===== config.mk =====
export PLATFORM = sky130hd
export DESIGN_NAME = bgl_glue
export DESIGN_NICKNAME = d
export VERILOG_FILES = /design/src/include/bgl_pkg.sv /design/src/rtl/bgl_glue.sv /design/src/rtl/bgl_sync.sv
export SDC_FILE = /design/constraint.sdc
export NUM_CORES = 1
export LEC_CHECK = 0
export BUFFER_PORTS_ARGS = -buffer_cell sky130_fd_sc_hd__buf_4
export CORE_MARGIN = 5
export CORE_UTILIZATION = 50
export CTS_BUF_LIST = sky130_fd_sc_hd__clkbuf_8
export CTS_CLUSTER_SIZE = 24
export DETAILED_ROUTE_END_ITERATION = 10
export PLACE_DENSITY_LB_ADDON = 0.12
export SETUP_SLACK_MARGIN = 0.2
export SLEW_MARGIN = 20
export SYNTH_ARGS = -nofsm -noshare
export SYNTH_HDL_FRONTEND = slang
export SYNTH_SLANG_ARGS = --single-unit

===== constraint.sdc =====
create_clock -name aclk -period 3.1 [get_ports aclk]
set_input_delay 0 -clock aclk [delete_from_list [all_inputs] [get_ports aclk]]
set_output_delay 0 -clock aclk [all_outputs]
set_load 0.005 [all_outputs]

===== src/include/bgl_pkg.sv =====
// constants, register map and types of the board glue logic controller
package bgl_pkg;
	// clock and time base
	localparam int          CLK_HZ         = 125_000_000;
	localparam int          MS_PER_S       = 1000;
	localparam int          TICK_CYC_DEF   = CLK_HZ / MS_PER_S;
	localparam int          LONG_PRESS_S   = 10;
	localparam int          LONG_PRESS_MS  = LONG_PRESS_S * MS_PER_S;
	localparam int          DEBOUNCE_MS    = 20;
	localparam int          RST_PULSE_MS   = 100;
	localparam int          BLINK_MS       = 250;
	localparam int          WDOG_DEF_MS    = 30000;
	// register offsets (byte addresses)
	localparam logic [7:0]  OFS_CTRL       = 8'h00;
	localparam logic [7:0]  OFS_STATUS     = 8'h04;
	localparam logic [7:0]  OFS_MASK       = 8'h08;
	localparam logic [7:0]  OFS_VECTOR     = 8'h0C;
	localparam logic [7:0]  OFS_PRESENT    = 8'h10;
	localparam logic [7:0]  OFS_WDOG_TO    = 8'h14;
	localparam logic [7:0]  OFS_WDOG_KICK  = 8'h18;
	localparam logic [7:0]  OFS_I2C_SEL    = 8'h1C;
	localparam logic [7:0]  OFS_HEALTH     = 8'h20;
	// control fields
	localparam int          CTRL_BMC_RST   = 0;
	localparam int          CTRL_HOST_RST  = 1;
	localparam int          CTRL_THERM_RUN = 2;
	localparam int          CTRL_LOCATE    = 3;
	localparam int          CTRL_WDOG_EN   = 4;
	localparam int          CTRL_DIAG_OK   = 5;
	localparam int          CTRL_W         = 6;
	localparam logic [5:0]  CTRL_RESET     = 6'h00;
	// status / mask fields
	localparam int          ST_VEC         = 0;
	localparam int          ST_WD_HOST     = 1;
	localparam int          ST_WD_BMC      = 2;
	localparam int          ST_THERM       = 3;
	localparam int          ST_W           = 4;
	localparam logic [3:0]  MASK_RESET     = 4'h0;
	// vector code layout: valid, class, index
	localparam int          VEC_VALID      = 8;
	localparam logic [1:0]  VC_BUTTON      = 2'h0;
	localparam logic [1:0]  VC_NIF         = 2'h1;
	localparam logic [1:0]  VC_FAB         = 2'h2;
	// i2c downstream segments: psu, fan, optics, nvm
	localparam int          I2C_SEGS       = 4;
	localparam logic [3:0]  I2C_SEL_RESET  = 4'h0;
	// axi responses
	localparam logic [1:0]  RESP_OKAY      = 2'h0;
	localparam logic [1:0]  RESP_SLVERR    = 2'h2;
	typedef enum logic [1:0] {TH_RUN, TH_OFF, TH_BOOT} bgl_therm_t;
endpackage : bgl_pkg


===== src/rtl/bgl_glue.sv =====
// board glue logic: reset button, module detect, resets, watchdog, thermal policy, indicators
//
// Function
// - short button hold gives warm reset
// - long hold raises vector interrupt instead
// - module insert/remove raises vector interrupt
// - control bit resets management controller
// - control bit resets host processor
// - watchdog resets whichever side stops servicing
// - thermal event: software picks shutdown/run, default shutdown
// - shutdown keeps monitoring, reboots when clear
// - locate indicator flashes blue when set
// - port indicator: link on, activity flashes
// - four lanes: green 25G, yellow 10G
// - supply indicator green normal, amber fault
// - fan indicator green when all run
// - system indicator green on good diagnostics
// - management port indicator: link, activity flash
// - host controls i2c component segments
// - forward supply loss to management controller
//
// The AXI4-Lite register port and the address map were left to the implementer.
`timescale 1ns/100ps
module bgl_glue
	import bgl_pkg::*;
#(
	parameter int TICK_CYCLES = TICK_CYC_DEF,
	parameter int N_NIF       = 8,
	parameter int N_FAB       = 8,
	parameter int N_SFP       = 2,
	parameter int N_QSFP      = 4,
	parameter int N_PSU       = 2,
	parameter int N_FAN       = 4
) (
	input  wire logic                  aclk,
	input  wire logic                  aresetn,
	input  wire logic [7:0]            s_axi_awaddr,
	input  wire logic                  s_axi_awvalid,
	output logic                       s_axi_awready,
	input  wire logic [31:0]           s_axi_wdata,
	input  wire logic [3:0]            s_axi_wstrb,
	input  wire logic                  s_axi_wvalid,
	output logic                       s_axi_wready,
	output logic [1:0]                 s_axi_bresp,
	output logic                       s_axi_bvalid,
	input  wire logic                  s_axi_bready,
	input  wire logic [7:0]            s_axi_araddr,
	input  wire logic                  s_axi_arvalid,
	output logic                       s_axi_arready,
	output logic [31:0]                s_axi_rdata,
	output logic [1:0]                 s_axi_rresp,
	output logic                       s_axi_rvalid,
	input  wire logic                  s_axi_rready,
	input  wire logic                  reset_button_n,
	input  wire logic                  thermal_alarm,
	input  wire logic                  bmc_wdog_kick,
	input  wire logic [N_NIF-1:0]      nif_present,
	input  wire logic [N_FAB-1:0]      fab_present,
	input  wire logic [N_SFP-1:0]      sfp_link,
	input  wire logic [N_SFP-1:0]      sfp_act,
	input  wire logic [4*N_QSFP-1:0]   qsfp_link,
	input  wire logic [4*N_QSFP-1:0]   qsfp_act,
	input  wire logic [4*N_QSFP-1:0]   qsfp_speed_25g,
	input  wire logic [N_PSU-1:0]      psu_ok,
	input  wire logic [N_PSU-1:0]      psu_power_lost,
	input  wire logic [N_FAN-1:0]      fan_ok,
	input  wire logic                  oob_link,
	input  wire logic                  oob_act,
	output logic                       irq,
	output logic                       sys_warm_reset_n,
	output logic                       host_reset_n,
	output logic                       bmc_reset_n,
	output logic                       main_power_en,
	output logic [N_PSU-1:0]           bmc_psu_lost,
	output logic [I2C_SEGS-1:0]        i2c_seg_en,
	output logic                       locate_indicator,
	output logic [N_SFP-1:0]           led_sfp,
	output logic [4*N_QSFP-1:0]        led_qsfp_green,
	output logic [4*N_QSFP-1:0]        led_qsfp_yellow,
	output logic [N_PSU-1:0]           led_psu_green,
	output logic [N_PSU-1:0]           led_psu_amber,
	output logic                       led_fan_green,
	output logic                       led_sys_green,
	output logic                       led_oob
);
	localparam int NQL = 4 * N_QSFP;
	localparam int SW  = 5 + N_NIF + N_FAB + 2 * N_SFP + 3 * NQL + 2 * N_PSU + N_FAN;
	localparam int NP  = 1 + N_NIF + N_FAB;
	localparam int TW  = $clog2(TICK_CYCLES);

	logic [SW-1:0]       sync_q;
	logic                btn_s, therm_s, kick_s, oob_link_s, oob_act_s;
	logic [N_NIF-1:0]    nif_s;
	logic [N_FAB-1:0]    fab_s;
	logic [N_SFP-1:0]    slink_s, sact_s;
	logic [NQL-1:0]      qlink_s, qact_s, q25_s;
	logic [N_PSU-1:0]    psu_ok_s, psu_lost_s;
	logic [N_FAN-1:0]    fan_s;

	// every pin passes two flops before use
	bgl_sync #(.W(SW)) u_sync (
		.aclk    (aclk),
		.aresetn (aresetn),
		.d       ({oob_act, oob_link, fan_ok, psu_power_lost, psu_ok, qsfp_speed_25g, qsfp_act, qsfp_link,
		           sfp_act, sfp_link, fab_present, nif_present, bmc_wdog_kick, thermal_alarm, reset_button_n}),
		.q       (sync_q)
	);
	assign {oob_act_s, oob_link_s, fan_s, psu_lost_s, psu_ok_s, q25_s, qact_s, qlink_s,
	        sact_s, slink_s, fab_s, nif_s, kick_s, therm_s, btn_s} = sync_q;

	// millisecond tick and blink phase
	logic [TW-1:0] tick_cnt_reg;
	logic          tick_reg;
	logic [8:0]    blink_cnt_reg;
	logic          blink_reg;
	always_ff @(posedge aclk) begin
		if (!aresetn) begin
			tick_cnt_reg  <= '0;
			tick_reg      <= 1'b0;
			blink_cnt_reg <= '0;
			blink_reg     <= 1'b0;
		end else begin
			tick_reg     <= (tick_cnt_reg == TW'(TICK_CYCLES - 1));
			tick_cnt_reg <= (tick_cnt_reg == TW'(TICK_CYCLES - 1)) ? '0 : tick_cnt_reg + 1'b1;
			if (tick_reg) begin
				blink_cnt_reg <= (blink_cnt_reg == 9'(BLINK_MS - 1)) ? '0 : blink_cnt_reg + 1'b1;
				if (blink_cnt_reg == 9'(BLINK_MS - 1))
					blink_reg <= ~blink_reg;
			end
		end
	end

	// axi4-lite slave state
	logic               wr_en;
	logic [7:0]         aw_addr_reg;
	logic [31:0]        w_data_reg;
	logic [3:0]         w_strb_reg;
	logic [31:0]        wmask;
	logic [CTRL_W-1:0]  ctrl_reg;
	logic [ST_W-1:0]    status_reg, mask_reg, st_set;
	logic [VEC_VALID:0] vec_reg;
	logic [15:0]        wdog_to_reg;
	logic [I2C_SEGS-1:0] i2c_sel_reg;
	logic [31:0]        rd_mux;
	logic               rd_hit, wr_hit;
	bgl_therm_t         th_state_reg;

	assign wr_en = !s_axi_awready && !s_axi_wready && !s_axi_bvalid;
	assign wmask = {{8{w_strb_reg[3]}}, {8{w_strb_reg[2]}}, {8{w_strb_reg[1]}}, {8{w_strb_reg[0]}}};
	assign wr_hit = aw_addr_reg inside {OFS_CTRL, OFS_STATUS, OFS_MASK, OFS_VECTOR, OFS_PRESENT,
	                                    OFS_WDOG_TO, OFS_WDOG_KICK, OFS_I2C_SEL, OFS_HEALTH};

	// address and data are taken in either order, response after both
	always_ff @(posedge aclk) begin
		if (!aresetn) begin
			s_axi_awready <= 1'b1;
			s_axi_wready  <= 1'b1;
			s_axi_bvalid  <= 1'b0;
			s_axi_bresp   <= RESP_OKAY;
			aw_addr_reg   <= '0;
			w_data_reg    <= '0;
			w_strb_reg    <= '0;
		end else begin
			if (s_axi_awvalid && s_axi_awready) begin
				s_axi_awready <= 1'b0;
				aw_addr_reg   <= s_axi_awaddr;
			end
			if (s_axi_wvalid && s_axi_wready) begin
				s_axi_wready <= 1'b0;
				w_data_reg   <= s_axi_wdata;
				w_strb_reg   <= s_axi_wstrb;
			end
			if (wr_en) begin
				s_axi_bvalid <= 1'b1;
				s_axi_bresp  <= wr_hit ? RESP_OKAY : RESP_SLVERR;
			end else if (s_axi_bvalid && s_axi_bready) begin
				s_axi_bvalid  <= 1'b0;
				s_axi_awready <= 1'b1;
				s_axi_wready  <= 1'b1;
			end
		end
	end

	// read mux; unused bits read as zero
	always_comb begin
		rd_mux = '0;
		rd_hit = 1'b1;
		unique case (s_axi_araddr)
			OFS_CTRL:      rd_mux = 32'(ctrl_reg);
			OFS_STATUS:    rd_mux = 32'(status_reg);
			OFS_MASK:      rd_mux = 32'(mask_reg);
			OFS_VECTOR:    rd_mux = 32'(vec_reg);
			OFS_PRESENT:   rd_mux = 32'({fab_s, nif_s});
			OFS_WDOG_TO:   rd_mux = 32'(wdog_to_reg);
			OFS_WDOG_KICK: rd_mux = '0;
			OFS_I2C_SEL:   rd_mux = 32'(i2c_sel_reg);
			OFS_HEALTH:    rd_mux = 32'({fan_s, psu_ok_s, therm_s, th_state_reg});
			default:       rd_hit = 1'b0;
		endcase
	end

	always_ff @(posedge aclk) begin
		if (!aresetn) begin
			s_axi_arready <= 1'b1;
			s_axi_rvalid  <= 1'b0;
			s_axi_rdata   <= '0;
			s_axi_rresp   <= RESP_OKAY;
		end else if (s_axi_arvalid && s_axi_arready) begin
			s_axi_arready <= 1'b0;
			s_axi_rvalid  <= 1'b1;
			s_axi_rdata   <= rd_mux;
			s_axi_rresp   <= rd_hit ? RESP_OKAY : RESP_SLVERR;
		end else if (s_axi_rvalid && s_axi_rready) begin
			s_axi_rvalid  <= 1'b0;
			s_axi_arready <= 1'b1;
		end
	end

	// software settings, byte lanes honoured
	always_ff @(posedge aclk) begin
		if (!aresetn) begin
			ctrl_reg    <= CTRL_RESET;
			mask_reg    <= MASK_RESET;
			wdog_to_reg <= 16'(WDOG_DEF_MS);
			i2c_sel_reg <= I2C_SEL_RESET;
		end else if (wr_en) begin
			unique case (aw_addr_reg)
				OFS_CTRL:    ctrl_reg    <= (ctrl_reg & ~wmask[CTRL_W-1:0]) | (w_data_reg[CTRL_W-1:0] & wmask[CTRL_W-1:0]);
				OFS_MASK:    mask_reg    <= (mask_reg & ~wmask[ST_W-1:0]) | (w_data_reg[ST_W-1:0] & wmask[ST_W-1:0]);
				OFS_WDOG_TO: wdog_to_reg <= (wdog_to_reg & ~wmask[15:0]) | (w_data_reg[15:0] & wmask[15:0]);
				OFS_I2C_SEL: i2c_sel_reg <= (i2c_sel_reg & ~wmask[I2C_SEGS-1:0])
					| (w_data_reg[I2C_SEGS-1:0] & wmask[I2C_SEGS-1:0]);
				default: ;
			endcase
		end
	end

	logic        btn_db_reg;
	logic [4:0]  deb_cnt_reg;
	logic [13:0] hold_cnt_reg;
	logic        btn_long, btn_short;
	always_ff @(posedge aclk) begin
		if (!aresetn) begin
			btn_db_reg  <= 1'b0;
			deb_cnt_reg <= '0;
		end else if (btn_db_reg == !btn_s) begin
			deb_cnt_reg <= '0;
		end else if (tick_reg) begin
			deb_cnt_reg <= deb_cnt_reg + 1'b1;
			if (deb_cnt_reg == 5'(DEBOUNCE_MS - 1)) begin
				btn_db_reg  <= !btn_s;
				deb_cnt_reg <= '0;
			end
		end
	end

	// hold time in ms, saturating past the limit
	always_ff @(posedge aclk) begin
		if (!aresetn)
			hold_cnt_reg <= '0;
		else if (!btn_db_reg)
			hold_cnt_reg <= btn_short | btn_long ? '0 : hold_cnt_reg;
		else if (tick_reg && hold_cnt_reg <= 14'(LONG_PRESS_MS))
			hold_cnt_reg <= hold_cnt_reg + 1'b1;
	end

	// release edge decides; counter is cleared the cycle after
	logic btn_db_d_reg;
	always_ff @(posedge aclk) begin
		if (!aresetn)
			btn_db_d_reg <= 1'b0;
		else
			btn_db_d_reg <= btn_db_reg;
	end
	assign btn_short = btn_db_d_reg && !btn_db_reg && hold_cnt_reg <= 14'(LONG_PRESS_MS);
	assign btn_long  = btn_db_d_reg && !btn_db_reg && hold_cnt_reg > 14'(LONG_PRESS_MS);

	// module presence change, reported per port
	logic [N_NIF-1:0] nif_prev_reg;
	logic [N_FAB-1:0] fab_prev_reg;
	logic [NP-1:0]    pend_reg, pend_take, pend_new;
	logic [7:0]       vec_code;
	logic             vec_found;
	logic             vec_ack;
	assign pend_new = {fab_s ^ fab_prev_reg, nif_s ^ nif_prev_reg, btn_long};
	assign vec_ack  = wr_en && aw_addr_reg == OFS_VECTOR;

	// lowest pending index wins; code is class and port index
	always_comb begin
		pend_take = '0;
		vec_code  = '0;
		vec_found = 1'b0;
		for (int i = 0; i < NP; i++) begin
			if (pend_reg[i] && !vec_found) begin
				vec_found    = 1'b1;
				pend_take[i] = 1'b1;
				if (i == 0)
					vec_code = {VC_BUTTON, 6'h00};
				else if (i <= N_NIF)
					vec_code = {VC_NIF, 6'(i - 1)};
				else
					vec_code = {VC_FAB, 6'(i - 1 - N_NIF)};
			end
		end
		if (vec_reg[VEC_VALID])
			pend_take = '0;
	end

	// one code held until acknowledged; new events queue behind it
	always_ff @(posedge aclk) begin
		if (!aresetn) begin
			nif_prev_reg <= '0;
			fab_prev_reg <= '0;
			pend_reg     <= '0;
			vec_reg      <= '0;
		end else begin
			nif_prev_reg <= nif_s;
			fab_prev_reg <= fab_s;
			pend_reg     <= (pend_reg & ~pend_take) | pend_new;
			if (!vec_reg[VEC_VALID] && vec_found)
				vec_reg <= {1'b1, vec_code};
			else if (vec_ack)
				vec_reg <= '0;
		end
	end

	// two watchdogs: index 0 host (register kick), 1 controller (pin kick)
	logic        kick_d_reg;
	logic [1:0]  wd_kick, wd_expire;
	logic [15:0] wd_cnt_reg [2];
	assign wd_kick[0] = wr_en && aw_addr_reg == OFS_WDOG_KICK && w_data_reg[0];
	assign wd_kick[1] = kick_s && !kick_d_reg;
	always_ff @(posedge aclk) begin
		if (!aresetn) begin
			kick_d_reg <= 1'b0;
			wd_cnt_reg <= '{2{16'(WDOG_DEF_MS)}};
		end else begin
			kick_d_reg <= kick_s;
			for (int k = 0; k < 2; k++) begin
				if (!ctrl_reg[CTRL_WDOG_EN] || wd_kick[k] || wd_expire[k])
					wd_cnt_reg[k] <= wdog_to_reg;
				else if (tick_reg)
					wd_cnt_reg[k] <= wd_cnt_reg[k] - 1'b1;
			end
		end
	end
	assign wd_expire[0] = ctrl_reg[CTRL_WDOG_EN] && tick_reg && wd_cnt_reg[0] == '0;
	assign wd_expire[1] = ctrl_reg[CTRL_WDOG_EN] && tick_reg && wd_cnt_reg[1] == '0;

	// thermal policy, shutdown unless software chose run
	logic [6:0] warm_cnt_reg, host_cnt_reg, bmc_cnt_reg;
	logic       therm_d_reg;
	always_ff @(posedge aclk) begin
		if (!aresetn) begin
			th_state_reg <= TH_RUN;
			therm_d_reg  <= 1'b0;
		end else begin
			therm_d_reg <= therm_s;
			unique case (th_state_reg)
				TH_RUN:  if (therm_s && !ctrl_reg[CTRL_THERM_RUN]) th_state_reg <= TH_OFF;
				TH_OFF:  if (!therm_s) th_state_reg <= TH_BOOT;
				TH_BOOT: if (warm_cnt_reg == '0 && !therm_s) th_state_reg <= TH_RUN;
			endcase
		end
	end

	// reset pulse timers in ms; a new start restarts the pulse
	always_ff @(posedge aclk) begin
		if (!aresetn) begin
			warm_cnt_reg <= '0;
			host_cnt_reg <= '0;
			bmc_cnt_reg  <= '0;
		end else begin
			if (btn_short || (th_state_reg == TH_OFF && !therm_s))
				warm_cnt_reg <= 7'(RST_PULSE_MS);
			else if (tick_reg && warm_cnt_reg != '0)
				warm_cnt_reg <= warm_cnt_reg - 1'b1;
			if (wd_expire[0])
				host_cnt_reg <= 7'(RST_PULSE_MS);
			else if (tick_reg && host_cnt_reg != '0)
				host_cnt_reg <= host_cnt_reg - 1'b1;
			if (wd_expire[1])
				bmc_cnt_reg <= 7'(RST_PULSE_MS);
			else if (tick_reg && bmc_cnt_reg != '0)
				bmc_cnt_reg <= bmc_cnt_reg - 1'b1;
		end
	end

	// sticky status, set beats a same-cycle write-one clear
	assign st_set = {therm_s && !therm_d_reg, wd_expire[1], wd_expire[0], !vec_reg[VEC_VALID] && vec_found};
	always_ff @(posedge aclk) begin
		if (!aresetn)
			status_reg <= '0;
		else if (wr_en && aw_addr_reg == OFS_STATUS)
			status_reg <= (status_reg & ~(w_data_reg[ST_W-1:0] & wmask[ST_W-1:0])) | st_set;
		else
			status_reg <= status_reg | st_set;
	end

	// resets and power; the controller stays up in shutdown since it monitors temperature
	always_ff @(posedge aclk) begin
		if (!aresetn) begin
			irq              <= 1'b0;
			sys_warm_reset_n <= 1'b0;
			host_reset_n     <= 1'b0;
			bmc_reset_n      <= 1'b0;
			main_power_en    <= 1'b0;
			bmc_psu_lost     <= '0;
			i2c_seg_en       <= '0;
		end else begin
			irq              <= |(status_reg & mask_reg);
			sys_warm_reset_n <= warm_cnt_reg == '0;
			host_reset_n     <= !(ctrl_reg[CTRL_HOST_RST] || host_cnt_reg != '0 || warm_cnt_reg != '0
			                      || th_state_reg != TH_RUN);
			bmc_reset_n      <= !(ctrl_reg[CTRL_BMC_RST] || bmc_cnt_reg != '0 || warm_cnt_reg != '0);
			main_power_en    <= th_state_reg != TH_OFF;
			bmc_psu_lost     <= psu_lost_s;
			i2c_seg_en       <= i2c_sel_reg;
		end
	end

	// indicators; activity blanks a lit lamp on the blink phase
	always_ff @(posedge aclk) begin
		if (!aresetn) begin
			locate_indicator <= 1'b0;
			led_sfp          <= '0;
			led_qsfp_green   <= '0;
			led_qsfp_yellow  <= '0;
			led_psu_green    <= '0;
			led_psu_amber    <= '0;
			led_fan_green    <= 1'b0;
			led_sys_green    <= 1'b0;
			led_oob          <= 1'b0;
		end else begin
			locate_indicator <= ctrl_reg[CTRL_LOCATE] && blink_reg;
			led_sfp          <= slink_s & ~(sact_s & {N_SFP{blink_reg}});
			led_qsfp_green   <= qlink_s & q25_s & ~(qact_s & {NQL{blink_reg}});
			led_qsfp_yellow  <= qlink_s & ~q25_s & ~(qact_s & {NQL{blink_reg}});
			led_psu_green    <= psu_ok_s;
			led_psu_amber    <= ~psu_ok_s;
			led_fan_green    <= &fan_s;
			led_sys_green    <= ctrl_reg[CTRL_DIAG_OK];
			led_oob          <= oob_link_s && !(oob_act_s && blink_reg);
		end
	end
endmodule : bgl_glue


===== src/rtl/bgl_sync.sv =====
// two-flop synchroniser for a bundle of pin inputs
`timescale 1ns/100ps
module bgl_sync #(
	parameter int W = 1
) (
	input  wire logic         aclk,
	input  wire logic         aresetn,
	input  wire logic [W-1:0] d,
	output logic      [W-1:0] q
);
	logic [W-1:0] meta_reg;

	// first stage feeds only the second stage
	always_ff @(posedge aclk) begin
		if (!aresetn) begin
			meta_reg <= '0;
			q        <= '0;
		end else begin
			meta_reg <= d;
			q        <= meta_reg;
		end
	end
endmodule : bgl_sync


==> metrics.md <==
| Metric | Value |
|---|---|
| Status | finished clean |
| Critical path buffer and inverter count | 1 |
| GR Layer Usage met2 | 35.7% |
| Fin crit period | 2.44 ns |
| Drt pass-1 iters | 5 |
| Largest fanout on the critical path | 13 |
| CORE AREA | 32500 um2 |
| First-pass GRT wire length | 65400 um |
| HP Start | s_axi_arvalid |
| Crit path max-delay family | compound AO/OA/AOI/OAI gates |
| Post-synth top area cell | dfxtp_1 |
| Clock Tree Buf Depth | 3 |
| Distinct cells, synth | 80 |
| Met3 Use GR | 6.07% |
| Max Freq | 409 MHz |
| Met1 Use GR | 28.4% |
| Overflow after GRT | 0 |
| Cell Rows | 66 |
| Placer congestion estimate | 0.867 |
| CP peak stage delay | 0.63 ns |
| Commonest non-fill, non-tap cell in the layout | dfxtp_1 |
| WS Path Type | flip-flop to flip-flop |
| Worst R2R End | wd_cnt_reg[25] |
| Worst vdd ir | 0.489 mV |
| Max Slew Vio Count | 0 |
| CTS tree | built |
| Die area | 36700 um2 |
| Kind of end point of the critical path | flip-flop |
| Hold depth | 4 |
| CTS H-tree lvls | 3 |
| Final Core Density | 64.6% |
| Prevailing post-synth register cell | dfxtp_1 |
| Ratio of cells with drive above 1 in the final layout | 17.1% |
| Crit path arrival time | 2.91 ns |
| GRT Overall Usage | 22.0% |
| Clock tree sinks | 443 |
| Clk_skew | 0.0298 ns |
| Hold EP | s_axi_rdata[12] |
| Mean Syn Cell Area | 9.58 um2 |
| Initial Util | 50.7% |
| Gr busiest metal | met2 |
| Gate Count Post-Synth | 1723 |
| Min-Delay Path Class | primary input to flip-flop |
| Synth top area cells | dfxtp_1 54%, and2_1 7.5%, nor2_1 3.9% |
| Yosys reg bits | 443 |
| Drt total wl | 40600 um |
| Worst Max-Slew Pin Slew | 1.03 ns |
| Critical-path top delay cell | or4b_1 |
| Residual DRC count | 0 |
| Largest net degree at the start of global routing | 184 |
| Ys Warns | 0 |
| TritonCTS Buffers | 72 |
| Final setup vio count | 0 |
| Root Buffer Master | clkbuf_8 |
| IO Count | 234 |
| Hold slack | 0.0472 ns |
| DR iter-0 viols | 607 |
| Post-DRT Antenna Nets | 0 |
| Routed vias/inst | 5.09 |
| # Post-CTS Setup Buffers | 0 |
| Reg clk slew, reported paths | 0.06 ns |
| Post-synth EDFFs | 0 |
| Avg WL per Cell | 15.9 um |
| R2R Path Start | aw_addr_reg[3] |
| Post-DP HPWL | 27100 um |
| Fin. Hold Viols | 0 |
| WP data required | 3.57 ns |
| Pleak | 8.55 nW |
| Async set-reset flop share out of synthesis | 0% |
| Die H | 192 um |
| Via count | 13.0k |
| Tot Pwr | 0.0122 W |
| Initial antenna violation count | 1 |
| Most frequent cells in the layout | 443 x dfxtp_1, 205 x buf_4, 198 x and2_1, 172 x nor2_1, 147 x nand2_1 |
| Period utilisation layout | 78.8% |
| Design area | 21000 um2 |
| Area grow syn2layout | 27.4% |
| Vias in the first global route | 12.7k |
| Cell area after synthesis | 16500 um2 |
| P per Cell Area | 580 nW/um2 |
| Die W | 192 um |
| Nets@finish | 2210 |
| Port Buf Inserts | 197 |
| R2r setup slk | 0.66 ns |
| Worst skew pair latency | 0.60 ns |
| Setup_tns | 0 ns |
| Crit-path cells | or4b_1 > o41ai_4 > a31oi_2 > buf_4 > nor2_1 > a211oi_2 |
| Post-synthesis sequential area ratio | 53.7% |
| RSZ-0062 raised after global routing | false |
| Critical Path Start Type | flip-flop |
| Relative slew slack | 31.2% |
| Post-placement cell area | 18300 um2 |
| Maxcap violations | 0 |
| Top cell type's share of synthesized area | 53.7% |
| Reg2Reg Depth | 6 |
-- Yosys cell counts, drive strengths merged, types with 3 or more instances --
cell and instances:
a221oi 11, dfxtp 443, nand4bb 3, o41ai 4, and2 198, mux2 4
a211oi 21, nor3 52, o2111ai 6, nand2b 11, o21ai 41, nand4 18
buf 34, or4 9, inv 46, or2 3, nand2 148, nand3b 3
or4b 3, o22ai 3, and3 9, or3b 3, clkbuf 61, ha 18
o31ai 4, nand3 58, a22oi 9, a31oi 9, and4 3, nor4 16
or3 16, a21oi 91, xor2 39, nor2 174, xnor2 51, a2111o 5
mux2i 39, o211ai 14, nor4b 10, nor2b 6
-- cell families after synthesis --
group                    after synthesis  share of synthesized area (%)
buffers and inverters                141                           3.83
multiplexers                          43                           2.64
other                                  1                         0.0227
adder cells (fa/ha/maj)               18                           1.36
AND/OR/NAND/NOR                      746                           23.8
flip-flops                           443                           53.7
AO/OA/AOI/OAI                        241                           9.83
XOR/XNOR                              90                           4.78
-- per-layer routing --
metal	wire (um)	up-vias
met5	0	-
met4	996	0
met3	2800	72
met2	18800	362
met1	18000	6043
li1	-	6490
-- what timing repair did --
| item | 4_1_cts | 5_1_grt |
|---|---|---|
| endpoints found under the hold margin | 166 | 0 |
| hold buffers | 125 | 0 |
| resized for setup | 0 | 0 |
-- final cells by class --
type / instances / area, um2
Clock inverter: 35 / 219
Timing Repair Buffer: 333 / 2840
Fill cell: 2727 / 11500
Multi-Input combinational cell: 1156 / 7070
Tap cell: 442 / 553
Inverter: 46 / 175
Antenna cell: 1 / 2.50
Clock buffer: 94 / 1290
Sequential cell: 443 / 8870
-- metrics by stage --
step                cells  worst slack (ns)
floorplan            1740              1.17
global placement     2295             0.734
detailed placement   2295             0.702
CTS                  2549             0.670
global route         2550             0.503
finish               2550             0.658
-- worst reg2reg max path: stages, from the launching register on --
cell and delay, ns:
dfxtp_1 0.50, or4b_1 0.63, o41ai_4 0.47, a31oi_2 0.24
buf_4 0.30, nor2_1 0.12, a211oi_2 0.06
-- power by group --
group	leakage, nW	total [W]	internal [W]	switching (W)
sequential	3.62	0.00607	0.00592	0.000146
combinational	4.07	0.000958	0.000494	0.000464
clock	0.861	0.00516	0.00284	0.00232
total	8.55	0.0122	0.00925	0.00293
-- how the worst max path moves through the flow --
stage | from | cells after the start | end | slack [ns]
3_5_place_dp | aw_addr_reg[3] | 6 | wd_cnt_reg[25] | 0.70
6_report | aw_addr_reg[3] | 6 | wd_cnt_reg[25] | 0.66
4_1_cts | aw_addr_reg[3] | 6 | wd_cnt_reg[25] | 0.67
2_1_floorplan | hold_cnt_reg[0] | 7 | hold_cnt_reg[11] | 1.17
5_1_grt | s_axi_arready | 6 | s_axi_rdata[1] | 0.50
3_3_place_gp | aw_addr_reg[3] | 6 | wd_cnt_reg[25] | 0.73
Note: power is estimated with default switching activity, not from simulation.
